File: src/ccw_map.svh
// Constants for the clear, complement and watchdog-clear execute block.
// Assumes a 14-bit instruction word and an 8-bit data path.
`ifndef CCW_MAP_SVH
`define CCW_MAP_SVH

// ----------------------------------------------------------------------
// Instruction encodings
// ----------------------------------------------------------------------
`define CCW_INSTR_W          14
`define CCW_CLEAR_ACC_WORD   14'h0103
`define CCW_WDT_CLEAR_WORD   14'h0064
`define CCW_COMPLEMENT_OPC   6'h09

// ----------------------------------------------------------------------
// Field positions inside the instruction word
// ----------------------------------------------------------------------
`define CCW_OPC_MSB          13
`define CCW_OPC_LSB          8
`define CCW_DEST_BIT         7
`define CCW_FADDR_MSB        6
`define CCW_FADDR_LSB        0
`define CCW_FADDR_MAX        127

// ----------------------------------------------------------------------
// Reset values
// ----------------------------------------------------------------------
`define CCW_ACC_RESET        8'h00
`define CCW_ZERO_RESET       1'b0
`define CCW_TIMEOUT_RESET    1'b1
`define CCW_POWERDOWN_RESET  1'b1
`define CCW_WDT_CLEAR_VALUE  8'h00

// ----------------------------------------------------------------------
// Timing counts
// ----------------------------------------------------------------------
`define CCW_EXEC_CYCLES      1

`endif

File: src/ccw_pkg.sv
// Types shared by the execute block and its decoder.
// Assumes ccw_map.svh is on the include path.
`include "ccw_map.svh"

package ccw_pkg;

    // Which of the three handled operations is in the current word.
    typedef enum logic [1:0] {
        CCW_OP_NONE,
        CCW_OP_CLEAR_ACC,
        CCW_OP_COMPLEMENT,
        CCW_OP_WDT_CLEAR
    } ccw_op_e;

    typedef logic [`CCW_INSTR_W-1:0] ccw_word_t;
    typedef logic [`CCW_FADDR_MSB:0] ccw_faddr_t;

endpackage

File: src/ccw_dec_if.sv
// Carrier between the decoder and the execute stage.
// Assumes both ends run on the same core clock.
`timescale 1ns/1ns
`default_nettype none

interface ccw_dec_if;
    import ccw_pkg::*;

    ccw_op_e    op;
    logic       dest_file;
    ccw_faddr_t faddr;

    modport dec (output op, output dest_file, output faddr);
    modport exe (input op, input dest_file, input faddr);
endinterface

`default_nettype wire

File: src/ccw_exec.sv
// Execute stage for clear-accumulator, complement-file and watchdog-clear.
// Assumes file_rdata holds the register addressed by instr_word[6:0] in the
// cycle the word is valid, and that the register file performs the write
// that file_we_q requests one cycle later.
// Assumes wdt_tick and sleep_req are single-cycle strobes from the core; a level
// held high is taken again at every enabled edge.
// The core must not present a word whose operand is still being written back,
// as the write-back lands one edge after the word that requested it.
`timescale 1ns/1ns
`default_nettype none
`include "ccw_map.svh"

module ccw_exec
    import ccw_pkg::*;
#(
    parameter int DATA_W  = 8,
    parameter int PRESC_W = 8
)(
    input  wire logic              clk,
    input  wire logic              reset,
    input  wire logic              ce,
    input  wire logic              instr_valid,
    input  wire ccw_word_t         instr_word,
    input  wire logic [DATA_W-1:0] file_rdata,
    input  wire logic              wdt_tick,
    input  wire logic              sleep_req,
    output logic [DATA_W-1:0]      acc_q,
    output logic                   zero_flag_q,
    output logic                   timeout_status_bit_q,
    output logic                   powerdown_status_bit_q,
    output logic [DATA_W-1:0]      watchdog_counter_q,
    output logic [PRESC_W-1:0]     prescaler_q,
    output logic                   watchdog_overflow_q,
    output logic                   file_we_q,
    output ccw_faddr_t             file_waddr_q,
    output logic [DATA_W-1:0]      file_wdata_q,
    output logic                   done_q
);

    // --------------------------------------------------------------
    // Parameter checks
    // --------------------------------------------------------------

    // The accumulator and watchdog-clear reset constants are 8-bit wide.
    // A wider prescaler only lengthens the time-out; past 16 bits it is of no use.
    if (DATA_W != 8) begin : g_bad_data_w
        $error("DATA_W must be 8.");
    end
    if (PRESC_W < 1 || PRESC_W > 16) begin : g_bad_presc_w
        $error("PRESC_W must lie between 1 and 16.");
    end

    // --------------------------------------------------------------
    // Decode
    // --------------------------------------------------------------

    // The decoder only classifies the word; all state is kept in this module.
    ccw_dec_if dec_bus ();

    ccw_decode u_decode (
        .word_valid (instr_valid),
        .word       (instr_word),
        .dec        (dec_bus.dec)
    );

    // --------------------------------------------------------------
    // Watchdog and its status bits
    // --------------------------------------------------------------

    // Next values of the watchdog group.
    logic [DATA_W-1:0]  watchdog_counter_d;
    logic [PRESC_W-1:0] prescaler_d;
    logic               watchdog_overflow_d;
    logic               timeout_status_bit_d;
    logic               powerdown_status_bit_d;
    logic               watchdog_clear;

    // The clear is decoded once; the datapath group only flags its completion.
    assign watchdog_clear = (dec_bus.op == CCW_OP_WDT_CLEAR);

    // Next watchdog state. The clear is applied last, so it wins over a
    // tick, a counter wrap or a sleep request in the same cycle and
    // software never loses a clear to a racing time-out.
    always_comb begin
        watchdog_counter_d     = watchdog_counter_q;
        prescaler_d            = prescaler_q;
        watchdog_overflow_d    = 1'b0;
        timeout_status_bit_d   = timeout_status_bit_q;
        powerdown_status_bit_d = powerdown_status_bit_q;

        // The prescaler counts ticks and its wrap advances the counter.
        if (wdt_tick) begin
            prescaler_d = prescaler_q + PRESC_W'(1);
            if (&prescaler_q) begin
                watchdog_counter_d = watchdog_counter_q + DATA_W'(1);
                // A counter wrap reports a time-out by clearing the bit.
                if (&watchdog_counter_q) begin
                    watchdog_overflow_d  = 1'b1;
                    timeout_status_bit_d = 1'b0;
                end
            end
        end

        // Entering sleep clears the power-down bit.
        if (sleep_req) begin
            powerdown_status_bit_d = 1'b0;
        end

        if (watchdog_clear) begin
            watchdog_counter_d     = `CCW_WDT_CLEAR_VALUE;
            prescaler_d            = '0;
            watchdog_overflow_d    = 1'b0;
            timeout_status_bit_d   = 1'b1;
            powerdown_status_bit_d = 1'b1;
        end
    end

    // Watchdog registers only; the clock enable freezes them while low.
    always_ff @(posedge clk or posedge reset) begin
        if (reset) begin
            watchdog_counter_q     <= `CCW_WDT_CLEAR_VALUE;
            prescaler_q            <= '0;
            watchdog_overflow_q    <= 1'b0;
            timeout_status_bit_q   <= `CCW_TIMEOUT_RESET;
            powerdown_status_bit_q <= `CCW_POWERDOWN_RESET;
        end else if (ce) begin
            watchdog_counter_q     <= watchdog_counter_d;
            prescaler_q            <= prescaler_d;
            watchdog_overflow_q    <= watchdog_overflow_d;
            timeout_status_bit_q   <= timeout_status_bit_d;
            powerdown_status_bit_q <= powerdown_status_bit_d;
        end
    end

    // --------------------------------------------------------------
    // Accumulator, zero flag and file write-back
    // --------------------------------------------------------------

    logic [DATA_W-1:0]  acc_d;
    logic               zero_flag_d;
    logic               file_we_d;
    ccw_faddr_t         file_waddr_d;
    logic [DATA_W-1:0]  file_wdata_d;
    logic               done_d;
    logic [DATA_W-1:0]  inverted;

    // The inversion feeds both destinations, so it is formed once. It is a
    // combinational path from the file read port into these registers.
    assign inverted = ~file_rdata;

    // Next datapath values; every handled operation completes in one cycle.
    // The write strobe is a one-cycle pulse, while address and data hold.
    always_comb begin
        acc_d        = acc_q;
        zero_flag_d  = zero_flag_q;
        file_we_d    = 1'b0;
        file_waddr_d = file_waddr_q;
        file_wdata_d = file_wdata_q;
        done_d       = 1'b0;

        case (dec_bus.op)
            CCW_OP_CLEAR_ACC: begin
                acc_d       = `CCW_ACC_RESET;
                zero_flag_d = 1'b1;
                done_d      = 1'b1;
            end
            CCW_OP_COMPLEMENT: begin
                // Address and data are registered with the strobe.
                if (dec_bus.dest_file) begin
                    file_we_d    = 1'b1;
                    file_waddr_d = dec_bus.faddr;
                    file_wdata_d = inverted;
                end else begin
                    acc_d = inverted;
                end
                zero_flag_d = (inverted == '0);
                done_d      = 1'b1;
            end
            CCW_OP_WDT_CLEAR: begin
                // The watchdog group does the work; only completion is flagged.
                done_d = 1'b1;
            end
            CCW_OP_NONE: begin
                // Unrelated words and idle cycles leave the datapath as it is.
                done_d = 1'b0;
            end
            default: begin
                done_d = 1'b0;
            end
        endcase
    end

    // Datapath registers only; the clock enable freezes them while low.
    // Write-back address and data start at zero so no stale value is seen.
    always_ff @(posedge clk or posedge reset) begin
        if (reset) begin
            acc_q        <= `CCW_ACC_RESET;
            zero_flag_q  <= `CCW_ZERO_RESET;
            file_we_q    <= 1'b0;
            file_waddr_q <= '0;
            file_wdata_q <= '0;
            done_q       <= 1'b0;
        end else if (ce) begin
            acc_q        <= acc_d;
            zero_flag_q  <= zero_flag_d;
            file_we_q    <= file_we_d;
            file_waddr_q <= file_waddr_d;
            file_wdata_q <= file_wdata_d;
            done_q       <= done_d;
        end
    end

endmodule

`default_nettype wire

File: src/ccw_decode.sv
// Combinational decoder for the three handled instruction words.
// Assumes the word is only looked at while it is marked valid.
`timescale 1ns/1ns
`default_nettype none
`include "ccw_map.svh"

module ccw_decode
    import ccw_pkg::*;
(
    input  wire logic      word_valid,
    input  wire ccw_word_t word,
    ccw_dec_if.dec         dec
);

    // --------------------------------------------------------------
    // Opcode match
    // --------------------------------------------------------------

    // Picks the operation; unrelated words decode to no operation.
    always_comb begin
        dec.op        = CCW_OP_NONE;
        dec.dest_file = word[`CCW_DEST_BIT];
        dec.faddr     = word[`CCW_FADDR_MSB:`CCW_FADDR_LSB];
        if (word_valid) begin
            if (word == `CCW_CLEAR_ACC_WORD) begin
                dec.op = CCW_OP_CLEAR_ACC;
            end else if (word == `CCW_WDT_CLEAR_WORD) begin
                dec.op = CCW_OP_WDT_CLEAR;
            end else if (word[`CCW_OPC_MSB:`CCW_OPC_LSB] == `CCW_COMPLEMENT_OPC) begin
                dec.op = CCW_OP_COMPLEMENT;
            end
        end
    end

endmodule

`default_nettype wire

File: config.mk
export PLATFORM = sky130hd
export DESIGN_NAME = ccw_exec
export DESIGN_NICKNAME = d
export VERILOG_FILES = /design/src/ccw_pkg.sv /design/src/ccw_dec_if.sv /design/src/ccw_exec.sv /design/src/ccw_decode.sv
export VERILOG_INCLUDE_DIRS = /design/src
export SDC_FILE = /design/constraint.sdc
export NUM_CORES = 1
export LEC_CHECK = 0
export BUFFER_PORTS_ARGS = -buffer_cell sky130_fd_sc_hd__buf_2
export CORE_UTILIZATION = 45
export DETAILED_ROUTE_END_ITERATION = 8
export HOLD_SLACK_MARGIN = 0.1
export MAX_ROUTING_LAYER = met4
export PLACE_DENSITY = 0.73
export SLEW_MARGIN = 20
export SYNTH_ARGS = -nofsm -noshare
export SYNTH_HDL_FRONTEND = slang
export SYNTH_SLANG_ARGS = --single-unit
File: constraint.sdc
create_clock -name clk -period 1.8 [get_ports clk]
set_input_delay 0.27 -clock clk [delete_from_list [all_inputs] [get_ports clk]]
set_output_delay 0.27 -clock clk [all_outputs]
set_load 0.02 [all_outputs]
# After elaboration in Yosys (flattened, before gate mapping)
# Index checks and enable logic that the tools add are counted.
word_totals:
  regBits: 45
  inputBits: 28
  wordCells: 63
op_classes:
  n_addsub: 2
  eq_ne: 7
  n_mux: 25
  n_bitwise: 1
  n_reduce_logical: 17
op_table:
  columns: ["cell", "n"]
  rows:
  - ["8-bit two-way mux", 6]
  - ["8-bit by 1-bit adder with 8-bit output (second input constant)", 2]
  - ["8-bit case mux with 2 select lines", 1]
  - ["8-bit AND reduction", 2]
  - ["14-bit by 7-bit equality test with 1-bit output (second input constant)", 1]
  - ["14-bit by 9-bit equality test with 1-bit output (second input constant)", 1]
  - ["1-bit two-way mux", 12]
  - ["2-bit nonzero test", 5]
  - ["3-bit AND reduction", 3]
  - ["8-bit zero test", 1]
  - ["2-bit two-way mux", 4]
  - ["8-bit inverter", 1]
  - ["6-bit by 4-bit equality test with 1-bit output (second input constant)", 1]
  - ["2-bit AND reduction", 3]
  - ["2-bit equality test (second input constant)", 2]
  - ["1-bit case mux with 2 select lines", 2]
  - ["4-bit AND reduction", 1]
  - ["3-bit OR reduction", 1]
  - ["2-bit by 1-bit equality test with 1-bit output (second input constant)", 1]
  - ["2-bit zero test", 1]
  - ["2-bit inequality test (second input constant)", 1]

# Longest topological paths before layout
# Gate-level depths: netlist of the first run.
depth:
  ltp_word: 8
  ltp_mapped: 10
  mapped_depth_nobuf: 9

# Hierarchy
# From an unflattened synthesis of the first run, not the netlist that was laid out.
unflattened:
  hier_cells: 223
  hier_area_um2: 2280.9
by_module_without_submodules:
  columns: ["module", "instances", "cells_each", "area_per_inst_um2", "seq_area_each_um2"]
  rows:
  - ["ccw_exec", 1, 203, 2127.0, 1128.6]
  - ["ccw_decode", 1, 20, 153.9, 0.0]

# Least setup slack after synthesis of the first run
# Ideal clock, no wire load.
synth_timing:
  kind: "in2reg"
  start: "in instr_word[0]"
  end: "reg file_waddr_q[0]"
  t_arrival_ns: 1.951
  path_slack_ns: -0.276
  path_stages: 9
  path_buffers: 2
  path_cell_list: "nor3b_1 -> nor2b_1 -> a41o_1 -> nand3_1 -> ha_1 -> clkbuf_1 -> nand3_1 -> buf_2 -> mux2_2"
synth_between:
  elab_chain_cells: 6
  elab_cells_between_ends: 7
  cone_classes: "eq/ne (3); mux (3); reduce/logical (1)"
synth_rtl:
  columns: ["element", "line", "text"]
  rows:
  - ["from (decl)", "ccw_exec.sv:23", "input wire ccw_word_t instr_word,"]
  - ["14-bit by 7-bit equality test with 1-bit output (no line)", null, null]
  - ["2-bit two-way mux", "ccw_decode.sv:27", "end else if (word == `CCW_WDT_CLEAR_WORD) begin"]
  - ["2-bit two-way mux", "ccw_decode.sv:25", "if (word == `CCW_CLEAR_ACC_WORD) begin"]
  - ["2-bit two-way mux", "ccw_decode.sv:24", "if (word_valid) begin"]
  - ["2-bit equality test", "ccw_exec.sv:161", "case (dec_bus.op)"]
  - ["3-bit AND reduction (no line)", null, null]
  - ["to (signal assigned)", "ccw_exec.sv:207", "file_waddr_q <= file_waddr_d;"]
  - ["to (decl)", "ccw_exec.sv:35", "output ccw_faddr_t file_waddr_q,"]
# Parallel ways exist; a longest one is shown, timed or not.
# A chain may end at the register's enable or synchronous reset.

# Worst setup path in the final report of the first run
layout_timing:
  start: "in instr_word[1]"
  end: "reg acc_q[3]"
layout_between:
  elab_chain_cells: 7
  elab_cells_between_ends: 11
  cone_classes: "eq/ne (5); mux (4); reduce/logical (2)"
layout_rtl:
  columns: ["element", "line", "text"]
  rows:
  - ["14-bit by 7-bit equality test with 1-bit output (no line)", null, null]
  - ["2-bit two-way mux", "ccw_decode.sv:27", null]
  - ["2-bit two-way mux (*)", "ccw_decode.sv:25", null]
  - ["2-bit two-way mux (*)", "ccw_decode.sv:24", null]
  - ["2-bit equality test / 2-bit by 1-bit equality test with 1-bit output (equally long branches)", "ccw_exec.sv:161", null]
  - ["2-bit inequality test (no line) / 2-bit nonzero test (equally long branches)", null, null]
  - ["3-bit AND reduction (no line)", null, null]
  - ["to (signal assigned)", "ccw_exec.sv:197", "acc_q <= `CCW_ACC_RESET;"]
  - ["to (decl)", "ccw_exec.sv:27", "output logic [DATA_W-1:0] acc_q,"]
# Mark *: on every way between the ends. The rest lies on a longest branch, timed or not.

==> flow_summary_export.csv, run 1 <==
group,metric,value,unit
synthesis,syn_nets,242,
setup_path,r2r_cells,8,
layout,drive_gt1_share,40.79,%
floorplanning,num_rows,24,
power_and_ir_drop,leakagePower,0.001490,µW
synthesis,synth.cell_area,2157,µm²
layout,fill_cells,386,
flow_run,cap_violations,0,
sta,tns,0,ns
sta,finalHoldViolCount,0,
floorplanning,ios,73,
detailed_routing,dr_total_vias,1948,
placed_design,dp.cells,343,
synthesis,synth-edff-count,0,
setup_path,worst_setup_path_start_kind,"input port",
global_route,overflow,0,
floorplanning,initial_core_util,48.21,%
detailed_routing,avgRoutedWirePerCell,14.25,µm
sta,timing.final.crit_period,1.708,ns
power_and_ir_drop,intPower,1509,µW
layout,multiInputGateArea,1015,µm²
synthesis,ys_seq_area_share,52.32,%
setup_path,startpoint,"instr_word[1]",
detailed_routing,routedLengthMet1,2421,µm
clock_tree,cts_tree,"done",
synthesis,ys_types,42,
setup_path,worstPathMaxFanout,4,
setup_path,crit_slowest_cell,"or3b_4",
power_and_ir_drop,comb_power_share,18.1,%
floorplanning,die_y,71.24,µm
power_and_ir_drop,p_per_area,742.6,nW/µm²
power_and_ir_drop,ir_drop,0.6063,mV
detailed_routing,postRouteWirelength,5073,µm
layout,area_delta_synth_final,34.22,%
detailed_routing,first_iter_violations,100,
clock_tree,numCtsBuffers,5,
setup_path,r2r_slack,0.16,ns
sta,slew_viol_final,0,
power_and_ir_drop,clock_power_share,29.1,%
global_route,grt_antenna_before_repair,0,
synthesis,synth_area_leaders,"dfrtp_1, o21ai_0, nand2_1, mux2_2, dfstp_2",
global_route,grt_pass1_wl,8500,µm
synthesis,synth_most_common_cell,"dfrtp_1",
setup_path,cp_num_buf_inv,1,
sta,skew,0.008458,ns
detailed_routing,routed-wl-met3,291,µm
setup_path,rr_endpoint,"watchdog_counter_q[2]$_DFFE_PP0P_",
synthesis,netlist_instances,211,
synthesis,yosys-top-cells-count,"dfrtp_1, nand2_1, o21ai_0",
synthesis,yosysTopAreaCellShare,49.88,%
power_and_ir_drop,switching_share,29.82,%
layout,layout.nets,334,
synthesis,synth_area_per_cell,10.22,µm²
floorplanning,core,4474,µm²
setup_path,cp_top_family,"simple AND/OR/NAND/NOR gates",
clock_tree,clock_latency,0.30,ns
sta,fmax,585.6,MHz
outcome,outcome,"finished, violations left",
sta,setup_ws,0.09223,ns
placed_design,globalplace.congestion,0.8028,
synthesis,synth_warnings,0,
sta,relSlewSlack,55.28,%
global_route,grt_pass1_vias,1821,
floorplanning,design.die.area,5074,µm²
global_route,grt_max_degree,30,
sta,setup_violations,0,
global_route,gr-usage-all-layers,21.93,%
placed_design,portBuffers,72,
power_and_ir_drop,power_frac_seq,52.7,%
synthesis,yosys_most_used_dff,"dfrtp_1",
layout,seq_area,1129,µm²
sta,period_share,94.88,%
floorplanning,die_w,71.24,µm
hold_path,hp-class,"in2reg",
detailed_routing,met2_length,2328,µm
setup_path,setup.worst_path.end_class,"register",
detailed_routing,postRouteAntennaNets,0,
synthesis,yosys.area.top_type,"dfrtp_1",
power_and_ir_drop,p_switching,641.2,µW
synthesis,postSynth.asyncResetShare,100.0,%
hold_path,min_from,"file_rdata[0]",
placed_design,place_ws,-0.1905,ns
detailed_routing,firstDrtPassIters,7,
clock_tree,cts_htree_levels,2,
detailed_routing,via_per_inst,5.472,
placed_design,hpwl,3807,µm
outcome,violations,"design-rule violations",
detailed_routing,top_layer_used,"met4",
hold_path,worstHoldPathCells,2,
sta,worstMarginPinSlew,0.6667,ns
setup_path,r2r-start,"prescaler_q[0]$_DFFE_PP0P_",
hold_path,holdPathEnd,"acc_q[0]$_DFFE_PP0P_",
setup_path,crit_path_max_incr_delay,0.41,ns
setup_path,crit_type,"in2reg",
clock_tree,root_buffer,"clkbuf_8",
layout,finalNonFillerCells,356,
clock_tree,cts_sinks,45,
setup_path,worst_ep_required_time,2.03,ns
clock_tree,clk_pin_slew,0.09,ns
setup_path,path_cells,"buf_2 -> nor3b_2 -> nor2b_4 -> a41o_1 -> nand3_1 -> ha_1 -> nand2b_4 -> or3b_4 -> o21ai_1",
layout,insertedDiodeCount,0,
setup_path,crit_arrival,1.94,ns
sta,whs,0.1713,ns
synthesis,synth-seq-cells,45,
detailed_routing,drc_errors,9,
clock_tree,cts.path.max_buffers,2,
## how the worst max path moves through the flow
stage | end | depth (start not counted) | slack, ns
3_5_place_dp | acc_q[2]$_DFFE_PP0P_ | 9 | -0.19
6_report | acc_q[3]$_DFFE_PP0P_ | 9 | 0.09
5_1_grt | watchdog_counter_q[6]$_DFFE_PP0P_ | 7 | -0.01
4_1_cts | acc_q[2]$_DFFE_PP0P_ | 9 | 0.12
3_3_place_gp | acc_q[1]$_DFFE_PP0P_ | 8 | -0.16
2_1_floorplan | acc_q[0]$_DFFE_PP0P_ | 9 | -0.1
## cell families after synthesis
kind of cell | after synthesis | synth area share [%]
AO/OA/AOI/OAI | 63 | 18.16
multiplexers | 9 | 4.583
buffers and inverters | 16 | 3.770
flip-flops | 45 | 52.32
adder cells (fa/ha/maj) | 3 | 1.740
AND/OR/NAND/NOR | 75 | 19.43
## metal layers
metal,vias up,GRT usage (%)
met5,-,-
met4,0,3.333
met3,4,5.204
met2,60,34.92
met1,939,29.36
li1,945,-
## metrics by stage
stage               utilization (%)  power, µW  instance area [µm²]
CTS                           63.00       2155                 2819
floorplan                         -       1359                 2196
global placement              60.82       1524                 2721
global route                  64.71       2246                 2895
detailed placement            60.82       1531                 2721
finish                        64.71       2150                 2895
## worst reg2reg max path, cell delays in order, from the launching register on
cell     delay, ns
dfrtp_1       0.40
ha_1          0.23
nand4_1       0.10
buf_4         0.17
nor3_4        0.27
buf_4         0.17
o21ai_1       0.06
nand2_1       0.07
o21ai_0       0.07
## sequential cells by signal (all words and copies together) (netlist names)
register                cells
acc_q                       8
file_wdata_q                8
prescaler_q                 8
watchdog_counter_q          8
file_waddr_q                7
done_q                      1
file_we_q                   1
powerdown_status_bit_q      1
timeout_status_bit_q        1
watchdog_overflow_q         1
zero_flag_q                 1
## timing repair
action                     in CTS  in global routing
buffers inserted                0                  4
setup endpoints to repair       0                  7
hold buffers                    1                  0
hold endpoints to repair       14                  0
resized for setup               0                  7
## area by class of cell
type,instances,area share [%]
repair buffers,95,19.92
flip-flops and latches,45,38.98
inverters,6,0.7779
multi-input cells,150,35.05
well taps,52,2.247
clock inverters,2,0.5186
clock buffers,6,2.506
## power groups by stage
stage	clock [µW]	combinational, µW	sequential [µW]
after floorplan	0	130	1230
after global routing	673	427	1150
final	626	390	1130
after global placement	0	373	1150
after CTS	640	380	1130
after detailed placement	0	378	1150
## placed cells by master, fill, tap and decap left out, types with 2 or more instances in the layout
cell type,count
dfrtp_1,43
clkbuf_8,5
nand4_1,6
ha_1,3
nand2b_1,3
o2bb2ai_1,4
inv_1,5
nor2_1,5
nor2b_1,2
buf_12,3
o31ai_1,3
nor3_4,2
nand2_1,35
a32o_1,2
buf_2,72
nand2b_4,2
a22o_1,4
a22oi_1,2
o21ai_1,16
mux2i_1,2
clkinvlp_4,2
buf_4,18
mux2_2,7
dfstp_2,2
a21oi_1,4
nand3_1,7
o41ai_1,2
o21ai_0,22
Power figures use the tool's default switching activity.
==> run 2: changes to the inputs <==
--- a/config.mk
+++ b/config.mk
@@ -7,11 +7,11 @@
 export NUM_CORES = 1
 export LEC_CHECK = 0
 export BUFFER_PORTS_ARGS = -buffer_cell sky130_fd_sc_hd__buf_2
-export CORE_UTILIZATION = 45
+export CORE_UTILIZATION = 50
 export DETAILED_ROUTE_END_ITERATION = 8
 export HOLD_SLACK_MARGIN = 0.1
 export MAX_ROUTING_LAYER = met4
-export PLACE_DENSITY = 0.73
+export PLACE_DENSITY = 0.79
 export SLEW_MARGIN = 20
 export SYNTH_ARGS = -nofsm -noshare
 export SYNTH_HDL_FRONTEND = slang
==> flow_summary_export.csv, run 2 (same netlist as run 1, synthesis figures left out) <==
group,metric,value,unit
setup_path,worst_ep_required_time,2.02,ns
floorplanning,core,4058,µm²
layout,area_delta_synth_final,34.69,%
setup_path,r2r_slack,0.15,ns
sta,worstMarginPinSlew,0.6625,ns
floorplanning,ios,73,
flow_run,cap_violations,0,
setup_path,crit_type,"in2reg",
global_route,overflow,0,
detailed_routing,dr_total_vias,1926,
hold_path,holdPathEnd,"acc_q[0]$_DFFE_PP0P_",
sta,skew,0.008283,ns
placed_design,portBuffers,72,
clock_tree,cts_htree_levels,2,
layout,insertedDiodeCount,0,
sta,rsz0062_at_grt,"yes",
detailed_routing,firstDrtPassIters,5,
layout,drive_gt1_share,42.81,%
layout,layout.nets,329,
hold_path,min_from,"file_rdata[0]",
clock_tree,cts_tree,"done",
clock_tree,cts.path.max_buffers,2,
setup_path,setup.worst_path.end_class,"register",
sta,finalHoldViolCount,0,
layout,layout_common_cells,"buf_2, dfrtp_1, nand2_1",
layout,fin_area,2905,µm²
floorplanning,design.die.area,4581,µm²
power_and_ir_drop,ir_drop,0.6376,mV
floorplanning,die_y,67.68,µm
layout,final_common_cell,"buf_2",
clock_tree,numCtsBuffers,5,
sta,whs,0.1667,ns
floorplanning,die_w,67.68,µm
placed_design,globalplace.congestion,0.8442,
layout,seq_area,1129,µm²
clock_tree,root_buffer,"clkbuf_8",
setup_path,crit_slowest_cell,"or3b_4",
sta,slew_viol_final,0,
sta,setup_violations,0,
global_route,grt_max_degree,32,
detailed_routing,postRouteAntennaNets,0,
global_route,grt_pass1_vias,1752,
detailed_routing,avgRoutedWirePerCell,14.37,µm
sta,fmax,556.7,MHz
power_and_ir_drop,leakagePower,0.001469,µW
detailed_routing,first_iter_violations,106,
global_route,gr-usage-all-layers,23.98,%
hold_path,hp-class,"in2reg",
detailed_routing,postRouteWirelength,5015,µm
floorplanning,initial_core_util,53.16,%
hold_path,worstHoldPathCells,2,
setup_path,crit_path_max_incr_delay,0.44,ns
global_route,grt_pass1_wl,7797,µm
detailed_routing,via_per_inst,5.519,
clock_tree,cts_sinks,45,
detailed_routing,drc_errors,0,
placed_design,placed_area,2671,µm²
placed_design,hpwl,3627,µm
sta,period_share,99.79,%
setup_path,crit_arrival,2.02,ns
sta,relSlewSlack,55.77,%
power_and_ir_drop,total_power,2310,µW
floorplanning,num_rows,23,
clock_tree,clk_pin_slew,0.08,ns
setup_path,path_cells,"buf_6 -> nor3b_4 -> nor2b_4 -> a41o_1 -> nand3_2 -> ha_4 -> nand2b_4 -> or3b_4 -> o21ai_2",
setup_path,worstPathMaxFanout,5,
clock_tree,clock_latency,0.30,ns
layout,multiInputGateArea,1042,µm²
setup_path,worst_setup_path_start_kind,"input port",
sta,timing.final.crit_period,1.796,ns
power_and_ir_drop,p_per_area,795.2,nW/µm²
outcome,outcome,"finished clean",
setup_path,rr_endpoint,"watchdog_counter_q[5]$_DFFE_PP0P_",
setup_path,r2r-start,"prescaler_q[0]$_DFFE_PP0P_",
setup_path,r2r_cells,6,
layout,fill_cells,312,
global_route,grt_antenna_before_repair,0,
-- run 2: cell types whose count changed in the layout (fill, tap and decap cells not counted), sizes merged --
cell | before | now
clkinv | 1 | 0
clkinvlp | 2 | 1
buf | 94 | 89
bufinv | 0 | 1
inv | 5 | 6
-- run 2: how the worst max path moves through the flow --
stage / cells past startpoint / end / startpoint / slack [ns]
6_report: 9 / acc_q[1]$_DFFE_PP0P_ / instr_word[1] / 0.004
3_5_place_dp: 9 / acc_q[2]$_DFFE_PP0P_ / instr_word[0] / -0.25
2_1_floorplan: 9 / acc_q[0]$_DFFE_PP0P_ / instr_word[8] / -0.1
4_1_cts: 9 / acc_q[2]$_DFFE_PP0P_ / instr_word[0] / 0.04
3_3_place_gp: 9 / acc_q[2]$_DFFE_PP0P_ / instr_word[0] / -0.17
5_1_grt: 9 / acc_q[1]$_DFFE_PP0P_ / instr_word[1] / -0.06
-- run 2: area by class of cell --
| cell class | count | area share (%) |
|---|---|---|
| Clock buffer | 6 | 2.842 |
| Timing Repair Buffer | 90 | 18.22 |
| Sequential cell | 45 | 38.85 |
| Tap cell | 50 | 2.153 |
| Clock inverter | 2 | 1.292 |
| Inverter | 6 | 0.7752 |
| Multi-Input combinational cell | 150 | 35.87 |
-- run 2: worst max-delay path, delay by kind of cell --
| kind | cells | cell delay, ns |
|---|---|---|
| AO/OA/AOI/OAI | 2 | 0.31 |
| adder cells (fa/ha/maj) | 1 | 0.24 |
| AND/OR/NAND/NOR | 5 | 1.10 |
| buffers and inverters | 1 | 0.10 |
-- run 2: where the power goes --
part / leakage [µW] / internal [µW] / switching (µW)
registers: 0.000612 / 1070 / 68.9
clock network: 0.0000574 / 451 / 350
logic: 0.000800 / 149 / 217
-- run 2: what timing repair did --
action                                  CTS  global route
resized for setup                         0            14
endpoints found under the setup margin    0             7
hold buffers                              1             0
endpoints found under the hold margin    27             0
buffers inserted                          0             2
-- run 2: routing by layer --
layer | vias to the layer above | track usage (%) | part of all wire (%)
met1 | 913 | 28.49 | 42
li1 | 933 | - | -
met2 | 70 | 38.86 | 50
met3 | 10 | 4.392 | 6.5
met4 | 0 | 11.70 | 1.3
met5 | - | - | 0
-- run 2: through the flow --
step | utilization, % | instances | setup TNS (ns) | setup slack [ns]
after detailed placement | 65.83 | 338 | -3.537 | -0.2520
after CTS | 69.04 | 347 | 0 | 0.03907
after floorplan | - | 211 | -0.7013 | -0.09735
after global placement | 65.83 | 338 | -2.033 | -0.1658
final | 71.60 | 349 | 0 | 0.003791
after global routing | 71.60 | 349 | -0.05783 | -0.05603
